--- config.mk ---
export PLATFORM = sky130hd
export DESIGN_NAME = async_serial_receiver_status
export DESIGN_NICKNAME = d
export VERILOG_FILES = /design/src/pkg/serial_rx_pkg.sv /design/src/pkg/rx_frame_if.sv /design/src/rtl/rx_line_sync.sv /design/src/rtl/rx_buffer.sv /design/src/rtl/async_serial_receiver_status.sv
export VERILOG_INCLUDE_DIRS = /design/src /design/src/pkg
export SDC_FILE = /design/constraint.sdc
export NUM_CORES = 1
export LEC_CHECK = 0
export ABC_AREA = 1
export BUFFER_PORTS_ARGS = -buffer_cell sky130_fd_sc_hd__buf_2
export CAP_MARGIN = 20
export CORE_MARGIN = 2
export CORE_UTILIZATION = 50
export CTS_CLUSTER_SIZE = 16
export DETAILED_ROUTE_END_ITERATION = 7
export PLACE_DENSITY = 0.86
export SETUP_SLACK_MARGIN = 0.3
export SYNTH_ARGS = -nofsm -noshare
export SYNTH_HDL_FRONTEND = slang
export SYNTH_SLANG_ARGS = --single-unit
--- constraint.sdc ---
create_clock -name clk_i -period 2.03 [get_ports clk_i]
set_input_delay 0.203 -clock clk_i [delete_from_list [all_inputs] [get_ports clk_i]]
set_output_delay 0.203 -clock clk_i [all_outputs]
set_load 0.005 [all_outputs]
--- src/pkg/serial_rx_defs.svh ---
// Named constants for the serial receiver: register word indexes, bit positions,
// reset values and oversampling figures. Assumes inclusion by bare name.
`ifndef SERIAL_RX_DEFS_SVH
`define SERIAL_RX_DEFS_SVH
`define IDX_STATUS 3'h0
`define IDX_CTRL_B 3'h1
`define IDX_CTRL_C 3'h2
`define IDX_DATA 3'h3
`define ST_RXC 7
`define ST_FE 4
`define ST_DOR 3
`define ST_PE 2
`define ST_U2X 1
`define CB_RXCIE 7
`define CB_RXEN 4
`define CB_SZ2 2
`define CB_RXB8 1
`define CC_PEN 5
`define CC_PODD 4
`define CC_SBS 3
`define CC_SZ1 2
`define CC_SZ0 1
`define RST_SZ 3'h3
`define SZ_5 3'h0
`define SZ_6 3'h1
`define SZ_7 3'h2
`define SZ_9 3'h7
`define LEN_5 4'h5
`define LEN_6 4'h6
`define LEN_7 4'h7
`define LEN_8 4'h8
`define LEN_9 4'h9
`define OSR_NORMAL 5'h10
`define OSR_DOUBLE 5'h08
`define VOTE_NORMAL 5'h08
`define VOTE_DOUBLE 5'h04
`define SAMPLE_FIRST 5'h01
`define BUF_FULL 2'h2
`endif

--- src/pkg/serial_rx_pkg.sv ---
// Types shared by the serial receiver modules.
// Assumes the defs header is not needed here; only widths appear.
package serial_rx_pkg;
    typedef enum logic [3:0] {
        RX_IDLE = 4'h1,
        RX_START = 4'h2,
        RX_BITS = 4'h4,
        RX_STOP = 4'h8
    } rx_state_t;
    typedef struct packed {
        logic [8:0] data;
        logic fe;
        logic pe;
        logic dor;
    } rx_entry_t;
    typedef struct packed {
        rx_entry_t [1:0] mem;
        logic rd;
        logic [1:0] cnt;
    } buf_state_t;
    typedef struct packed {
        logic s1;
        logic s2;
    } sync_state_t;
    typedef struct packed {
        logic ack;
        logic [31:0] dat;
        logic irq;
        logic u2x;
        logic rxcie;
        logic rxen;
        logic [2:0] sz;
        logic pen;
        logic podd;
        logic sbs;
        rx_state_t state;
        logic [4:0] cnt;
        logic [1:0] votes;
        logic prev;
        logic [3:0] bitn;
        logic [8:0] shreg;
        logic par;
        logic pend;
        rx_entry_t pend_entry;
        logic ovr;
    } top_state_t;
endpackage : serial_rx_pkg

--- src/pkg/rx_frame_if.sv ---
// Carries one received frame from the recovery logic into the receive buffer.
// Assumes both ends run on the same clock.
`timescale 1ns/1ps
`default_nettype none
interface rx_frame_if;
    logic valid;
    logic ready;
    serial_rx_pkg::rx_entry_t entry;
    modport src(output valid, output entry, input ready);
    modport dst(input valid, input entry, output ready);
endinterface : rx_frame_if
`default_nettype wire

--- src/rtl/rx_line_sync.sv ---
// Two-stage synchroniser for the receive pin.
// Assumes the pin idles high and is asynchronous to clk_i.
`timescale 1ns/1ps
`default_nettype none
module rx_line_sync (
    input wire logic clk_i,
    input wire logic rst_i,
    input wire logic pin_i,
    output logic rx_o
);
    serial_rx_pkg::sync_state_t s_ff;
    serial_rx_pkg::sync_state_t nxt_s;
    always_comb begin
        nxt_s = s_ff;
        nxt_s.s1 = pin_i;
        nxt_s.s2 = s_ff.s1;
    end
    always_ff @(posedge clk_i) begin
        if (rst_i) begin
            s_ff <= 2'h3;
        end else begin
            s_ff <= nxt_s;
        end
    end
    assign rx_o = s_ff.s2;
endmodule : rx_line_sync
`default_nettype wire

--- src/rtl/rx_buffer.sv ---
// Two-entry receive buffer holding each character with its error flags.
// A pop requested while no entry is present is ignored.
`timescale 1ns/1ps
`default_nettype none
`include "serial_rx_defs.svh"
module rx_buffer (
    input wire logic clk_i,
    input wire logic rst_i,
    input wire logic flush_i,
    input wire logic pop_i,
    rx_frame_if.dst wr,
    output logic head_valid_o,
    output serial_rx_pkg::rx_entry_t head_o
);
    serial_rx_pkg::buf_state_t s_ff;
    serial_rx_pkg::buf_state_t nxt_s;
    logic push;
    logic pop;
    assign wr.ready = (s_ff.cnt != `BUF_FULL);
    assign push = wr.valid & wr.ready;
    assign pop = pop_i & (s_ff.cnt != 2'h0);
    always_comb begin
        nxt_s = s_ff;
        if (push) begin
            nxt_s.mem[s_ff.rd ^ s_ff.cnt[0]] = wr.entry;
        end
        if (pop) begin
            nxt_s.rd = ~s_ff.rd;
        end
        nxt_s.cnt = 2'(s_ff.cnt + {1'b0, push} - {1'b0, pop});
        if (flush_i) begin
            nxt_s.rd = 1'b0;
            nxt_s.cnt = 2'h0;
        end
    end
    always_ff @(posedge clk_i) begin
        if (rst_i) begin
            s_ff <= '0;
        end else begin
            s_ff <= nxt_s;
        end
    end
    assign head_valid_o = (s_ff.cnt != 2'h0);
    assign head_o = s_ff.mem[s_ff.rd];
endmodule : rx_buffer
`default_nettype wire

--- src/rtl/async_serial_receiver_status.sv ---
// Asynchronous serial receiver with a classic Wishbone register slave.
// Assumes sample_tick_i pulses once per oversample period from the baud
// generator and global_irq_enable_i comes from logic on clk_i.
`timescale 1ns/1ps
`default_nettype none
`include "serial_rx_defs.svh"
// Function
// - Receive-complete flag is one exactly while the buffer holds an unread character.
// - Clearing receiver enable flushes the buffer so receive-complete reads zero.
// - Interrupt requested while flag, its enable and global enable are all one.
// - Data read advances read position; flags then show the next character.
// - Frame, overrun and parity error flags are stored per character, read via status.
// - Status writes never change error flags; error flags raise no interrupt.
// - Frame error reads one when the first stop bit was sampled zero.
// - Two-entry buffer; overrun when full, one waiting, and new start detected.
// - Overrun flag clears when a character moves successfully into the buffer.
// - Parity check active only with parity enable; odd select picks the sense.
// - Parity error reads zero when checking is off, else stored result.
// - Line sampled at sixteen times baud, eight times in double speed.
// - Start bit voted on samples 8-10 or 4-6; high majority rejects it.
// - After rejection search resumes; synchronisation repeats for each start bit.
// - Sixteen or eight states per bit; bit value is centre three majority.
// - Only the first stop bit is evaluated; further stop bits are ignored.
// - Next start accepted right after stop vote; double speed one sample later.
// - Clearing enable abandons reception at once and releases the pin.
// - After the first stop bit the frame moves from shift register to buffer.
// - Unused upper data bits of short characters read as zero.
// - Parity bit sits between last data bit and first stop bit.
// - First voted sample is eight in normal and four in double speed.
module async_serial_receiver_status (
    input wire logic clk_i,
    input wire logic rst_i,
    input wire logic cyc_i,
    input wire logic stb_i,
    input wire logic we_i,
    input wire logic [7:0] adr_i,
    input wire logic [31:0] dat_i,
    input wire logic [3:0] sel_i,
    output logic [31:0] dat_o,
    output logic ack_o,
    input wire logic sample_tick_i,
    input wire logic global_irq_enable_i,
    input wire logic serial_receive_pin_i,
    output logic rx_complete_irq_o,
    output logic rx_pin_owned_o
);
    serial_rx_pkg::top_state_t s_ff;
    serial_rx_pkg::top_state_t nxt_s;
    serial_rx_pkg::rx_entry_t head;
    logic head_valid;
    logic rx_line;
    logic pop;
    logic req;
    logic [2:0] idx;
    logic mapped;
    logic [4:0] osr;
    logic [4:0] vote_first;
    logic [4:0] vote_last;
    logic [4:0] stop_end;
    logic [4:0] cnt_step;
    logic [3:0] len;
    logic [3:0] total_bits;
    logic in_vote;
    logic at_decide;
    logic maj;
    rx_frame_if frame ();

    function automatic logic majority3(input logic a, input logic b, input logic c);
        majority3 = (a & b) | (a & c) | (b & c);
    endfunction : majority3

    function automatic logic [3:0] char_len(input logic [2:0] sz);
        if (sz == `SZ_5) begin
            char_len = `LEN_5;
        end else if (sz == `SZ_6) begin
            char_len = `LEN_6;
        end else if (sz == `SZ_7) begin
            char_len = `LEN_7;
        end else if (sz == `SZ_9) begin
            char_len = `LEN_9;
        end else begin
            char_len = `LEN_8;
        end
    endfunction : char_len

    rx_line_sync u_sync (
        .clk_i(clk_i),
        .rst_i(rst_i),
        .pin_i(serial_receive_pin_i),
        .rx_o(rx_line)
    );

    rx_buffer u_buf (
        .clk_i(clk_i),
        .rst_i(rst_i),
        .flush_i(~s_ff.rxen),
        .pop_i(pop),
        .wr(frame.dst),
        .head_valid_o(head_valid),
        .head_o(head)
    );

    // Bus decode. The slave answers every request one cycle after it is seen.
    assign req = cyc_i & stb_i & ~s_ff.ack;
    assign idx = adr_i[4:2];
    assign mapped = (adr_i[7:5] == 3'h0);
    assign pop = req & ~we_i & mapped & (idx == `IDX_DATA);

    assign osr = s_ff.u2x ? `OSR_DOUBLE : `OSR_NORMAL;
    assign vote_first = s_ff.u2x ? `VOTE_DOUBLE : `VOTE_NORMAL;
    assign vote_last = 5'(vote_first + 5'h02);
    assign stop_end = s_ff.u2x ? 5'(vote_last + 5'h01) : vote_last;
    assign cnt_step = (s_ff.cnt == osr) ? `SAMPLE_FIRST : 5'(s_ff.cnt + 5'h01);
    assign len = char_len(s_ff.sz);
    assign total_bits = 4'(len + {3'h0, s_ff.pen});
    assign in_vote = (s_ff.cnt >= vote_first) && (s_ff.cnt < vote_last);
    assign at_decide = (s_ff.cnt == vote_last);
    assign maj = majority3(s_ff.votes[1], s_ff.votes[0], rx_line);

    assign frame.valid = s_ff.pend;
    assign frame.entry = '{
        data: s_ff.pend_entry.data,
        fe: s_ff.pend_entry.fe,
        pe: s_ff.pend_entry.pe,
        dor: s_ff.ovr
    };

    always_comb begin
        nxt_s = s_ff;
        nxt_s.ack = req;
        nxt_s.irq = head_valid & s_ff.rxcie & global_irq_enable_i;

        // Register reads; unmapped addresses read zero and are still acknowledged.
        if (req & ~we_i) begin
            nxt_s.dat = 32'h0000_0000;
            if (!mapped) begin
                nxt_s.dat = 32'h0000_0000;
            end else if (idx == `IDX_STATUS) begin
                nxt_s.dat[`ST_RXC] = head_valid;
                nxt_s.dat[`ST_FE] = head_valid & head.fe;
                nxt_s.dat[`ST_DOR] = head_valid & head.dor;
                nxt_s.dat[`ST_PE] = head_valid & head.pe & s_ff.pen;
                nxt_s.dat[`ST_U2X] = s_ff.u2x;
            end else if (idx == `IDX_CTRL_B) begin
                nxt_s.dat[`CB_RXCIE] = s_ff.rxcie;
                nxt_s.dat[`CB_RXEN] = s_ff.rxen;
                nxt_s.dat[`CB_SZ2] = s_ff.sz[2];
                nxt_s.dat[`CB_RXB8] = head_valid & head.data[8];
            end else if (idx == `IDX_CTRL_C) begin
                nxt_s.dat[`CC_PEN] = s_ff.pen;
                nxt_s.dat[`CC_PODD] = s_ff.podd;
                nxt_s.dat[`CC_SBS] = s_ff.sbs;
                nxt_s.dat[`CC_SZ1] = s_ff.sz[1];
                nxt_s.dat[`CC_SZ0] = s_ff.sz[0];
            end else if (idx == `IDX_DATA) begin
                nxt_s.dat[7:0] = head_valid ? head.data[7:0] : 8'h00;
            end
        end

        // Register writes; only byte lane zero holds bits.
        if (req & we_i & sel_i[0] & mapped) begin
            if (idx == `IDX_STATUS) begin
                nxt_s.u2x = dat_i[`ST_U2X];
            end else if (idx == `IDX_CTRL_B) begin
                nxt_s.rxcie = dat_i[`CB_RXCIE];
                nxt_s.rxen = dat_i[`CB_RXEN];
                nxt_s.sz[2] = dat_i[`CB_SZ2];
            end else if (idx == `IDX_CTRL_C) begin
                nxt_s.pen = dat_i[`CC_PEN];
                nxt_s.podd = dat_i[`CC_PODD];
                nxt_s.sbs = dat_i[`CC_SBS];
                nxt_s.sz[1] = dat_i[`CC_SZ1];
                nxt_s.sz[0] = dat_i[`CC_SZ0];
            end
        end

        if (frame.valid & frame.ready) begin
            nxt_s.pend = 1'b0;
            nxt_s.ovr = 1'b0;
        end

        if (sample_tick_i) begin
            if (s_ff.state != serial_rx_pkg::RX_IDLE) begin
                nxt_s.cnt = cnt_step;
                if (in_vote) begin
                    nxt_s.votes = {s_ff.votes[0], rx_line};
                end
            end
            case (s_ff.state)
                serial_rx_pkg::RX_IDLE: begin
                    nxt_s.prev = rx_line;
                    if (s_ff.prev && !rx_line) begin
                        nxt_s.state = serial_rx_pkg::RX_START;
                        nxt_s.cnt = `SAMPLE_FIRST;
                    end
                end
                serial_rx_pkg::RX_START: begin
                    if (at_decide) begin
                        if (maj) begin
                            nxt_s.state = serial_rx_pkg::RX_IDLE;
                            nxt_s.prev = rx_line;
                        end else begin
                            nxt_s.state = serial_rx_pkg::RX_BITS;
                            nxt_s.bitn = 4'h0;
                            nxt_s.shreg = 9'h000;
                            nxt_s.par = 1'b0;
                            if (nxt_s.pend) begin
                                nxt_s.pend = 1'b0;
                                nxt_s.ovr = 1'b1;
                            end
                        end
                    end
                end
                serial_rx_pkg::RX_BITS: begin
                    if (at_decide) begin
                        if (s_ff.bitn < len) begin
                            nxt_s.shreg[s_ff.bitn] = maj;
                        end else begin
                            nxt_s.par = maj;
                        end
                        nxt_s.bitn = 4'(s_ff.bitn + 4'h1);
                        if (4'(s_ff.bitn + 4'h1) == total_bits) begin
                            nxt_s.state = serial_rx_pkg::RX_STOP;
                        end
                    end
                end
                serial_rx_pkg::RX_STOP: begin
                    if (at_decide) begin
                        nxt_s.pend = 1'b1;
                        nxt_s.pend_entry.data = s_ff.shreg;
                        nxt_s.pend_entry.fe = ~maj;
                        nxt_s.pend_entry.pe = s_ff.pen & (^s_ff.shreg ^ s_ff.par ^ s_ff.podd);
                        nxt_s.pend_entry.dor = 1'b0;
                        nxt_s.bitn = 4'(s_ff.bitn + 4'h1);
                    end
                    // Early next start. Double speed enters here at the exit
                    // sample, so the bit count tells whether the stop vote was taken.
                    if ((s_ff.cnt == stop_end) && (at_decide || (s_ff.bitn != total_bits))) begin
                        nxt_s.state = serial_rx_pkg::RX_IDLE;
                        nxt_s.prev = rx_line;
                    end
                end
                default: begin
                    nxt_s.state = serial_rx_pkg::RX_IDLE;
                end
            endcase
        end

        if (!s_ff.rxen) begin
            nxt_s.state = serial_rx_pkg::RX_IDLE;
            nxt_s.cnt = `SAMPLE_FIRST;
            nxt_s.prev = 1'b1;
            nxt_s.pend = 1'b0;
            nxt_s.ovr = 1'b0;
        end
    end

    always_ff @(posedge clk_i) begin
        if (rst_i) begin
            s_ff <= '{
                ack: 1'b0,
                dat: 32'h0000_0000,
                irq: 1'b0,
                u2x: 1'b0,
                rxcie: 1'b0,
                rxen: 1'b0,
                sz: `RST_SZ,
                pen: 1'b0,
                podd: 1'b0,
                sbs: 1'b0,
                state: serial_rx_pkg::RX_IDLE,
                cnt: `SAMPLE_FIRST,
                votes: 2'h0,
                prev: 1'b1,
                bitn: 4'h0,
                shreg: 9'h000,
                par: 1'b0,
                pend: 1'b0,
                pend_entry: '0,
                ovr: 1'b0
            };
        end else begin
            s_ff <= nxt_s;
        end
    end

    assign dat_o = s_ff.dat;
    assign ack_o = s_ff.ack;
    assign rx_complete_irq_o = s_ff.irq;
    assign rx_pin_owned_o = s_ff.rxen;
endmodule : async_serial_receiver_status
`default_nettype wire

After elaboration in Yosys (flattened, before gate mapping)
Index checks and enable logic that the tools add are counted.
{"block": "totals", "ff_bits": 87, "latch_bits": 0, "mem_bits_rw": 0, "rom_bits": 0, "n_memories": 0}
{"block": "op_classes", "n_addsub": 7, "mul": 0, "div_mod_pow": 0, "n_lt_le_gt_ge": 8, "eq_ne": 27, "shift": 0, "mux": 63, "bitwise_logic": 33, "reduce_logical": 26}
{"operator": "2-to-1 mux 12 bit", "n": 4}
{"operator": "2-to-1 mux 4 bit", "n": 10}
{"operator": "2-to-1 mux 14 bit", "n": 2}
{"operator": "2-to-1 mux 5 bit", "n": 5}
{"operator": "bitwise mux 24 bit", "n": 1}
{"operator": "2-to-1 mux 8 bit", "n": 3}
{"operator": "AND reduction 6 bit", "n": 4}
{"operator": "!= test 2 bit, second input constant", "n": 11}
{"operator": "bitwise AND 1 bit", "n": 21}
{"operator": "case mux 10 bit (2 select lines)", "n": 1}
{"operator": "2-to-1 mux 1 bit", "n": 18}
{"operator": "2-to-1 mux 9 bit", "n": 2}
{"operator": "2-to-1 mux 16 bit", "n": 1}
{"operator": "case mux 4 bit (4 select lines)", "n": 1}
{"operator": "equality test 5 bit", "n": 3}
{"operator": "2-to-1 mux 15 bit", "n": 1}
{"operator": "2-to-1 mux 13 bit", "n": 1}
{"operator": "demux 12 bit (select 1 bit)", "n": 1}
{"operator": "case mux 4 bit (3 select lines)", "n": 1}
{"operator": "adder 5 x 1 -> 5 bit, second input constant", "n": 2}
{"operator": "2-to-1 mux 2 bit", "n": 5}
{"operator": "bitwise mux 9 bit", "n": 1}
{"operator": "equality test 3 x 2 -> 1 bit, second input constant", "n": 3}
{"operator": "zero test 3 bit", "n": 3}
{"operator": "40 further kinds", "n": 59}

Depth between registers and ports, before layout
Gate-level depths: netlist of run 1.
{"block": "logic_depth", "ltp_word": 11, "depth_mapped": 15, "mapped_depth_nobuf": 15}

By module
A second synthesis of run 1 with hierarchy kept.
{"block": "unflattened", "cells_unflattened": 757, "area_unflattened_um2": 5122.4}
{"mod": "async_serial_receiver_status", "instances": 1, "cells_each": 531, "area_per_inst_um2": 3678.5, "seq_area_each_um2": 1161.1}
{"mod": "rx_buffer", "instances": 1, "cells_each": 219, "area_per_inst_um2": 1385.1, "seq_area_each_um2": 540.5}
{"mod": "rx_line_sync", "instances": 1, "cells_each": 7, "area_per_inst_um2": 58.8, "seq_area_each_um2": 40.0}

Worst setup path after synthesis of run 1
OpenSTA, ideal clock, no wires.
{"block": "synth_timing", "path_type": "reg2reg", "startpoint": "register s_ff[33] in the netlist's numbering", "endpoint": "register s_ff[21] in the netlist's numbering", "t_arrival_ns": 1.841, "t_required_ns": 1.898, "setup_slack_ns": 0.056, "path_stages_with_launch": 15, "path_buffers": 1, "period_less_slack_ns": 1.974, "cell_sequence": "dfxtp_1 -> inv_1 -> ha_1 -> nand2_2 -> nor2_4 -> nand2_4 -> nand2_1 -> nand2_1 -> inv_2 -> nand2_2 -> a21oi_4 -> buf_6 -> nand3_1 -> nand2_1 -> a21oi_1"}
{"block": "synth_between", "elab_chain_len": 3, "elab_cells_between_ends": 4, "cone_classes": "3 x eq/ne; 1 x reduce/logical"}
{"element": "start, declared", "line_no": "async_serial_receiver_status.sv:47", "text": "serial_rx_pkg::top_state_t s_ff;"}
{"element": "start signal, assigned", "line_no": "async_serial_receiver_status.sv:260", "text": "s_ff <= '{"}
{"element": "start signal, assigned", "line_no": "async_serial_receiver_status.sv:283", "text": "s_ff <= nxt_s;"}
{"element": "equality test 5 bit *", "line_no": "async_serial_receiver_status.sv:117", "text": "assign at_decide = (s_ff.cnt == vote_last);"}
{"element": "!= test 2 bit (no line)"}
{"element": "AND reduction 6 bit (no line) *"}
Mark *: on every way between the ends. The rest lies on a longest branch, timed or not.
A chain may end at the register's enable or synchronous reset.

Worst setup path in the final report of run 1
{"block": "layout_timing", "startpoint": "register s_ff[33] in the netlist's numbering", "endpoint": "register s_ff[19] in the netlist's numbering"}
Same word-level chain as after synthesis.

==> results of run 1 <==
-- cells in the mapped netlist, types with 3 or more instances --
master and number:
nand4_1 16, buf_4 32, nor2_1 117, nand3_1 39, nand2_2 4, ha_1 15, xor2_1 6, inv_1 71
clkbuf_1 14, nor3_1 8, o21ai_0 67, o2111ai_1 3, or2_2 3, xnor2_1 9, nand2_1 98, a21oi_1 47
mux2i_1 3, dfxtp_1 87, o211ai_1 5
-- cell type report --
type	count	area, um^2
clock buffers	9	124
clock inverters	7	75.1
fillers	746	3500
inverters	73	283
multi-input cells	486	2730
flip-flops and latches	87	1770
well taps	111	139
repair buffers	70	533
-- routing by layer --
layer	share of wire, %	GRT usage, %	vias up
li1	-	-	2256
met1	40	30.0	2214
met2	49	41.7	225
met3	7.5	5.27	44
met4	3.6	11.9	0
met5	0	0	-
-- path summary, 6_finish.rpt --
check | from | endpoint | slack [ns]
worst min-delay path | global_irq_enable_i | rx_complete_irq_o | 0.06
worst max-delay path | s_ff[33] | s_ff[19] | 0.04
worst min register to register | u_sync.nxt_s[0] | u_sync.rx_o | 0.42
worst max register to register | s_ff[33] | s_ff[19] | 0.04
-- power by group --
part	internal (mW)	switching [mW]	total, mW
clock	0.487	0.729	1.22
sequential	1.70	0.00276	1.70
combinational	0.0657	0.0956	0.161
total	2.25	0.828	3.08
-- state kept, by name, summed over array words and instances, names as in the netlist, named ones only --
register,count
ack_o,1
dat_o,8
frame.entry,11
frame.valid,1
rx_complete_irq_o,1
rx_pin_owned_o,1
s_ff,34
u_buf.s_ff,27
u_sync.nxt_s,1
u_sync.rx_o,1
-- placed cells by master (no fill, tap or decap), drive strengths merged, types with 9 or more instances in the layout --
cell type    n
a21oi       48
xnor2        9
clkbuf      10
inv         76
nand4       16
o21ai       67
nor2       119
buf         68
nand3       40
dfxtp       87
ha          15
nand2      105
conb        24
-- worst reg2reg max path, delay by kind of cell (launching register included) --
kind,cells,cell delay (ns)
AND/OR/NAND/NOR,8,0.66
flip-flops,1,0.37
buffers and inverters,4,0.36
adder cells (fa/ha/maj),1,0.27
AO/OA/AOI/OAI,2,0.23
-- cell families (layout without fill, tap and decap cells) --
logic type | after synthesis | in the layout | share of synthesized area, %
simple gates | 292 | 294 | 26.6
compound gates | 135 | 135 | 16.0
buf+inv | 123 | 159 | 12.6
flops | 87 | 87 | 37.2
fa+ha+maj | 15 | 15 | 4.01
xor+xnor | 15 | 15 | 2.81
mux | 3 | 3 | 0.642
other cells | 1 | 24 | 0.0801
-- repair_timing --
action                                  4_1_cts  5_1_grt
hold buffers                                  1        0
setup buffers                                20        2
endpoints found under the setup margin       40       47
hold endpoints to repair                      1        0
resized for setup                            37       43
pin swaps                                    12       24
cloned                                        1        3
==> flow_metrics.env, run 1 <==
export IMPL_drt_iter0_drc=371
export IMPL_fin_ws_ns=0.0412
export IMPL_synth_seq_cells=87
export IMPL_portBuffers=31
export IMPL_antenna_found_initial=0
export IMPL_ys_seq_area_share_pct=37.2
export IMPL_numCtsBuffers=9
export IMPL_max_cap_violations=0
export IMPL_coreArea_um2=9150
export IMPL_cpMostUsedCell="nand2_4"
export IMPL_die_w_um=101
export IMPL_synth_cells=671
export IMPL_place_area_um2=4940
export IMPL_syn_to_final_growth_pct=20.9
export IMPL_critPathKind="flop to flop"
export IMPL_cp_max_fo=9
export IMPL_drc=0
export IMPL_grt_pass1_vias=4467
export IMPL_cts_buffer_depth=2
export IMPL_htree_levels=3
export IMPL_dp_cells=800
export IMPL_synth_largest_area_cell="dfxtp_1"
export IMPL_routed_via_density=5.62
export IMPL_crit_required_ns=2.30
export IMPL_setup_tns_ns=0
export IMPL_synth_top_flop_cell="dfxtp_1"
export IMPL_netlist_top_cells_area="dfxtp_1 (37%), nor2_1 (9.4%), nand2_1 (7.9%)"
export IMPL_wirelength_mm=12.7
export IMPL_grt_pass1_wl_mm=20.1
export IMPL_crit_slowest_cell="dfxtp_4"
export IMPL_cts_tree="done"
export IMPL_synth_top_area_share_pct=37.2
export IMPL_fin_crit_sh_pct=98.0
export IMPL_final_setup_skew_ns=0.0136
export IMPL_fin_area_um2=5660
export IMPL_dp_hpwl_mm=8.31
export IMPL_grt_overflow=0
export IMPL_drive_gt1_share_pct=22.8
export IMPL_grt_use_total_pct=24.8
export IMPL_firstDrtPassIters=5
export IMPL_ir_worst_vdd_v=0.000297
export IMPL_whs_ns=0.0642
export IMPL_initial_core_util_pct=51.1
export IMPL_finalMaxSlewViolations=0
export IMPL_setup_viol=0
export IMPL_avgSynthCellArea_um2=6.97
export IMPL_io_pins=87
export IMPL_hold_path_depth=3
export IMPL_max_freq_ghz=0.503
export IMPL_path_clk_slew_ns=0.10
export IMPL_syn_cell_area_um2=4680
export IMPL_end_kind="flop"
export IMPL_dp_slack_ns=0.0746
export IMPL_num_rows=35
export IMPL_p_per_area_nw_per_um2=544
export IMPL_crit_path_cell_trace="inv_2, ha_4, nand2_4, nor2_4, nand2_4, nand2_2, nand2_2, inv_2, nand2_4, a21oi_4, buf_6, buf_12, nand3_1, nand2_1, a21oi_2"
export IMPL_cp_num_buf_inv=4
export IMPL_clockRootBuffer="clkbuf_8"
export IMPL_grt_setup_unrepaired="yes"
export IMPL_period_needed_ns=1.99
export IMPL_clock_sinks=87
export IMPL_ff2ff_path_depth=15
export IMPL_ys_types=39
export IMPL_fp_dieArea_um2=10100
export IMPL_p_leak_nw=2.41
export IMPL_outcome="completed"
export IMPL_critPathArrivalTime_ns=2.25
export IMPL_ant_nets=0
export IMPL_ys_async_sr_fraction_pct=0
export IMPL_place_gp_congestion=0.947
export IMPL_hold_path_class="primary input to flop"
export IMPL_crit_family="simple AND/OR/NAND/NOR gates"
export IMPL_nets=794
export IMPL_final_util_pct=61.8
export IMPL_stdcell_count=843
export IMPL_clock_latency_ns=0.38
export IMPL_synth_edf_count=0
export IMPL_power_mw=3.08
export IMPL_antenna_diode_count=0
export IMPL_finalHoldViolCount=0
export IMPL_crit_path_start_kind="flop"
export IMPL_grt_max_degree=39
export IMPL_ys_warn_count=0
export IMPL_fp_dieH_um=101
export IMPL_vias=4739
export IMPL_wl_per_cell_um=15.0
export IMPL_cp_slowest_stage_delay_ns=0.37
export IMPL_cp_num_cells=15
No activity file was read; power rests on OpenSTA's default activity.
==> run 2, diff against run 1 <==
--- a/config.mk
+++ b/config.mk
@@ -10,10 +10,11 @@
 export BUFFER_PORTS_ARGS = -buffer_cell sky130_fd_sc_hd__buf_2
 export CAP_MARGIN = 20
 export CORE_MARGIN = 2
-export CORE_UTILIZATION = 50
+export CORE_UTILIZATION = 52
+export CTS_BUF_LIST = sky130_fd_sc_hd__clkbuf_4 sky130_fd_sc_hd__clkbuf_8
 export CTS_CLUSTER_SIZE = 16
 export DETAILED_ROUTE_END_ITERATION = 7
-export PLACE_DENSITY = 0.86
+export PLACE_DENSITY = 0.88
 export SETUP_SLACK_MARGIN = 0.3
 export SYNTH_ARGS = -nofsm -noshare
 export SYNTH_HDL_FRONTEND = slang
==> run 2 against run 1 <==
  * The run now ends with negative setup slack left
  * Cell area rose by 1.9%
  * Combinational power is 7% higher
  * Clock power fell by 3%
  * Wire length increased by 9.6%
  * Critical endpoint is now s_ff[23]
  * Register-to-register slack worse by 0.05 ns
  * Count of clock-buffer cells in the layout unchanged
==> flow_metrics.env, run 2 (synthesized netlist as in run 1, its figures left out) <==
export IMPL_outcome="complete, but fails checks"
export IMPL_violations="negative setup slack"
export IMPL_p_per_area_nw_per_um2=529
export IMPL_period_needed_ns=2.04
export IMPL_place_gp_congestion=0.969
export IMPL_drt_iter0_drc=453
export IMPL_clockRootBuffer="clkbuf_8"
export IMPL_dp_hpwl_mm=8.22
export IMPL_cts_buffer_depth=2
export IMPL_p_sw_share_pct=26.7
export IMPL_grt_pass1_wl_mm=19.7
export IMPL_clock_latency_ns=0.37
export IMPL_initial_core_util_pct=53.7
export IMPL_drive_gt1_share_pct=25.2
export IMPL_portBuffers=31
export IMPL_internal_power_mw=2.24
export IMPL_combPwrFrac_pct=5.6
export IMPL_antenna_diode_count=0
export IMPL_finalMaxSlewViolations=0
export IMPL_nets=803
export IMPL_htree_levels=3
export IMPL_max_cap_violations=0
export IMPL_die_w_um=98.9
export IMPL_grt_overflow=0
export IMPL_path_clk_slew_ns=0.10
export IMPL_mostFrequentLayoutCells="nor2_1 (108), nand2_1 (82), dfxtp_1 (77), o21ai_0 (66), inv_1 (57)"
export IMPL_critPathKind="flop to flop"
export IMPL_max_freq_ghz=0.490
export IMPL_r2r_end="s_ff[23]"
export IMPL_timing_rr_start="s_ff[45]"
export IMPL_hold_path_depth=2
export IMPL_cp_max_fo=6
export IMPL_power_frac_seq_pct=55.7
export IMPL_routed_via_density=5.81
export IMPL_setup_viol=3
export IMPL_grt_max_degree=48
export IMPL_grt_pass1_vias=4278
export IMPL_crit_required_ns=2.33
export IMPL_stdcell_count=849
export IMPL_final_setup_skew_ns=0.0103
export IMPL_crit_path_start_kind="flop"
export IMPL_vias=4935
export IMPL_p_sw_mw=0.816
export IMPL_dp_slack_ns=0.0305
export IMPL_coreArea_um2=8720
export IMPL_rrSetupSlack_ns=-0.01
export IMPL_ant_nets=0
export IMPL_hold_path_class="primary input to flop"
export IMPL_fin_crit_sh_pct=101
export IMPL_p_leak_nw=2.45
export IMPL_critPathArrivalTime_ns=2.35
export IMPL_clock_sinks=87
export IMPL_whs_ns=0.0130
export IMPL_fp_dieH_um=98.9
export IMPL_wl_per_cell_um=16.4
export IMPL_fill_cells=652
export IMPL_grt_use_total_pct=24.8
export IMPL_power_frac_clock_pct=38.6
export IMPL_finalHoldViolCount=0
export IMPL_io_pins=87
export IMPL_multi_input_area_um2=2750
export IMPL_layout_commonest_cell="nor2_1"
export IMPL_antenna_found_initial=0
export IMPL_ff2ff_path_depth=13
export IMPL_grt_setup_unrepaired="yes"
export IMPL_setup_tns_ns=-0.0309
export IMPL_ir_worst_vdd_v=0.000422
export IMPL_fin_ws_ns=-0.0118
export IMPL_wirelength_mm=13.9
export IMPL_num_rows=34
export IMPL_cts_tree="done"
export IMPL_fp_dieArea_um2=9770
export IMPL_worstHoldStart="serial_receive_pin_i"
export IMPL_end_kind="flop"
export IMPL_largest_reg_flops=34
export IMPL_dp_cells=796
export IMPL_whs_endpoint="u_sync.nxt_s[0]"
export IMPL_firstDrtPassIters=6
export IMPL_drc=0
export IMPL_largest_register="s_ff"
export IMPL_numCtsBuffers=9
export IMPL_layout_area_seq_um2=1770
export IMPL_syn_to_final_growth_pct=23.2
[run 2: changes by cell type in the layout (fill, tap and decap cells not counted), sizes merged]
| cell | previous run | this run |
|---|---|---|
| buf | 68 | 80 |
| dlygate4sd3 | 1 | 0 |
| inv | 76 | 78 |
| nand2 | 105 | 103 |
| clkinv | 2 | 0 |
[run 2: timing repair]
action	CTS	global route
gates cloned	2	1
resized for setup	32	66
hold buffers	0	0
buffers inserted	18	16
setup endpoints to repair	42	50
hold endpoints to repair	0	0
pin swaps	21	42
[run 2: worst max-delay path, cell delays in order (launching register included)]
cell and delay (ns):
dfxtp_4 0.40, inv_2 0.10, nand3_2 0.09, nand2_2 0.09
inv_1 0.04, ha_1 0.29, nand2_1 0.09, nand2_1 0.07
nand3_1 0.09, nand3_2 0.10, nand2_4 0.13, buf_4 0.14
nand4_1 0.15, a21oi_2 0.20
[run 2: area by class of cell]
cell class              instances  area share (%)
repair buffers                 81            11.1
inverters                      73            4.93
flip-flops and latches         87            30.7
clock inverters                 7            1.02
clock buffers                   9            2.15
multi-input cells             484            47.8
well taps                     108            2.34
[run 2: worst max path at each step]
stage / startpoint / end / slack (ns) / depth (start not counted)
6_report: s_ff[45] / s_ff[23] / -0.01 / 13
5_1_grt: s_ff[44] / s_ff[23] / -0.1 / 13
4_1_cts: s_ff[33] / s_ff[19] / 0.11 / 14
3_5_place_dp: s_ff[43] / s_ff[39] / 0.03 / 13
3_3_place_gp: s_ff[43] / s_ff[37] / 0.14 / 13
2_1_floorplan: s_ff[33] / s_ff[21] / 0.21 / 14
[run 2: metrics by stage]
step	utilization (%)	power (mW)	instance area [um^2]
CTS	61.6	3.03	5370
floorplan	-	1.85	4840
global placement	56.4	1.86	4920
detailed placement	56.4	1.87	4920
finish	66.1	3.05	5770
global route	66.1	3.15	5770
[run 2: layer usage]
metal	global-route usage [%]	vias to the layer above	share of wire, %
met5	0	-	0
met4	9.27	0	4.2
met3	5.32	63	9.8
met2	42.0	335	49
met1	30.9	2265	37
li1	-	2272	-
[run 2: power groups by stage]
stage	logic [mW]	registers, mW	clock network [mW]
2_1_floorplan	0.105	1.75	0
3_3_place_gp	0.116	1.75	0
3_5_place_dp	0.119	1.75	0
4_1_cts	0.146	1.71	1.18
5_1_grt	0.186	1.70	1.26
6_report	0.172	1.70	1.18
==> run 3, diff against run 2 <==
--- a/config.mk
+++ b/config.mk
@@ -15,6 +15,7 @@
 export CTS_CLUSTER_SIZE = 16
 export DETAILED_ROUTE_END_ITERATION = 7
 export PLACE_DENSITY = 0.88
+export REMOVE_ABC_BUFFERS = 1
 export SETUP_SLACK_MARGIN = 0.3
 export SYNTH_ARGS = -nofsm -noshare
 export SYNTH_HDL_FRONTEND = slang
==> run 3 against run 2 <==
  * Via count fell by 2.9%
  * Combinational power is 6% lower
  * Worst hold slack improved by 0.011 ns
  * Global-route usage is essentially flat
  * Count of clock-buffer cells in the layout is the same
  * Sequential share of layout area is 0.19 points lower
  * Critical endpoint is now s_ff[17]
  * Die area stayed put
  * Non-clock buffer count down 1
  * The flow now finishes without violations
==> flow_metrics.env, run 3 (synthesized netlist as in run 1, its figures left out) <==
export IMPL_drive_gt1_share_pct=26.2
export IMPL_routed_via_density=5.65
export IMPL_drt_iter0_drc=359
export IMPL_max_cap_violations=0
export IMPL_cp_max_fo=5
export IMPL_largest_register="s_ff"
export IMPL_cpMostUsedCell="nand2_4"
export IMPL_firstDrtPassIters=5
export IMPL_finalMaxSlewViolations=0
export IMPL_antenna_found_initial=0
export IMPL_crit_path_cell_trace="ha_4, nand2_4, nor2_4, nand2_4, nand2_4, nand2_2, inv_2, nand2_4, a21oi_4, buf_6, buf_16, nand4_1, a21oi_2"
export IMPL_htree_levels=3
export IMPL_crit_slowest_cell="dfxtp_4"
export IMPL_worstHoldStart="serial_receive_pin_i"
export IMPL_timing_rr_start="s_ff[48]"
export IMPL_period_needed_ns=1.97
export IMPL_r2r_end="s_ff[17]"
export IMPL_cp_num_buf_inv=3
export IMPL_crit_family="simple AND/OR/NAND/NOR gates"
export IMPL_nets=802
export IMPL_place_gp_congestion=0.867
export IMPL_wl_per_cell_um=15.5
export IMPL_numCtsBuffers=9
export IMPL_num_rows=34
export IMPL_antenna_diode_count=0
export IMPL_p_leak_nw=2.48
export IMPL_ir_worst_vdd_v=0.000455
export IMPL_fp_dieArea_um2=9770
export IMPL_clockRootBuffer="clkbuf_8"
export IMPL_fin_ws_ns=0.0585
export IMPL_ff2ff_path_depth=13
export IMPL_finalHoldViolCount=0
export IMPL_grt_setup_unrepaired="yes"
export IMPL_setup_viol=0
export IMPL_grt_pass1_vias=4414
export IMPL_whs_ns=0.0242
export IMPL_largest_reg_flops=34
export IMPL_initial_core_util_pct=53.7
export IMPL_multi_input_area_um2=2770
export IMPL_setup_tns_ns=0
export IMPL_path_clk_slew_ns=0.10
export IMPL_fp_dieH_um=98.9
export IMPL_layout_area_seq_um2=1770
export IMPL_ant_nets=0
export IMPL_fin_area_um2=5790
export IMPL_grt_max_degree=36
export IMPL_coreArea_um2=8720
export IMPL_io_pins=87
export IMPL_wirelength_mm=13.1
export IMPL_layout_commonest_cell="nor2_1"
export IMPL_cts_tree="done"
export IMPL_hold_path_class="primary input to flop"
export IMPL_cts_buffer_depth=2
export IMPL_die_w_um=98.9
export IMPL_p_per_area_nw_per_um2=548
export IMPL_fin_crit_sh_pct=97.1
export IMPL_crit_path_start_kind="flop"
export IMPL_hold_path_depth=2
export IMPL_dp_hpwl_mm=8.04
export IMPL_critPathArrivalTime_ns=2.28
export IMPL_clock_sinks=87
export IMPL_clock_latency_ns=0.37
export IMPL_critPathKind="flop to flop"
export IMPL_fill_cells=690
export IMPL_final_setup_skew_ns=0.0132
export IMPL_drc=0
export IMPL_vias=4793
export IMPL_whs_endpoint="u_sync.nxt_s[0]"
export IMPL_mostFrequentLayoutCells="nor2_1 (103), nand2_1 (84), dfxtp_1 (76), o21ai_0 (65), inv_1 (56)"
export IMPL_place_area_um2=4910
export IMPL_rrSetupSlack_ns=0.06
export IMPL_dp_slack_ns=0.0720
export IMPL_syn_to_final_growth_pct=23.7
export IMPL_cp_slowest_stage_delay_ns=0.38
export IMPL_portBuffers=31
export IMPL_outcome="completed"
export IMPL_grt_pass1_wl_mm=19.9
export IMPL_max_freq_ghz=0.507
export IMPL_grt_overflow=0
export IMPL_end_kind="flop"
export IMPL_crit_required_ns=2.33
export IMPL_grt_use_total_pct=24.8
-- run 3: cell count changes in the layout (fill, tap and decap cells not counted), sizes merged --
cell,delta
clkinv,+1
bufinv,+1
clkinvlp,-1
buf,-1
inv,-1
-- run 3: routing by layer --
layer / track usage (%) / vias to the layer above / wire length (um)
li1: - / 2268 / -
met1: 28.8 / 2237 / 5010
met2: 43.5 / 234 / 6630
met3: 5.18 / 54 / 948
met4: 11.6 / 0 / 524
met5: 0 / - / 0
-- run 3: worst max path at each step --
stage             start             end  cells after the start
4_1_cts        s_ff[48]        s_ff[18]                     14
3_5_place_dp   s_ff[43]        s_ff[37]                     14
2_1_floorplan  s_ff[33]  frame.entry[1]                     10
5_1_grt        s_ff[43]        s_ff[39]                     15
6_report       s_ff[48]        s_ff[17]                     13
3_3_place_gp   s_ff[43]        s_ff[37]                     13
-- run 3: repair_timing --
action / CTS / global route
resized for setup: 68 / 51
buffers inserted: 15 / 12
endpoints found under the setup margin: 34 / 45
cloned: 2 / 1
pin swaps: 32 / 25
hold buffers: 0 / 0
endpoints found under the hold margin: 0 / 0
-- run 3: report_power, final --
group / leakage (nW) / switching [mW] / internal [mW]
registers: 0.706 / 0.00255 / 1.70
logic: 1.67 / 0.0959 / 0.0659
clock network: 0.104 / 0.712 / 0.597
-- run 3: stage by stage --
stage                     power (mW)  instances  util, %
after floorplan                 1.81        644        -
after global placement          1.86        802     56.3
after detailed placement        1.87        802     56.3
after CTS                       3.16        835     63.0
after global routing            3.27        848     66.4
final                           3.18        848     66.4
-- run 3: layout make-up --
type                       instances  area share [%]
inverter                          73            4.86
sequential                        87            30.5
timing repair buffer              80            10.7
multi-input combinational        484            47.9
tap                              108            2.33
clock buffer                       9            2.14
clock inverter                     7            1.49
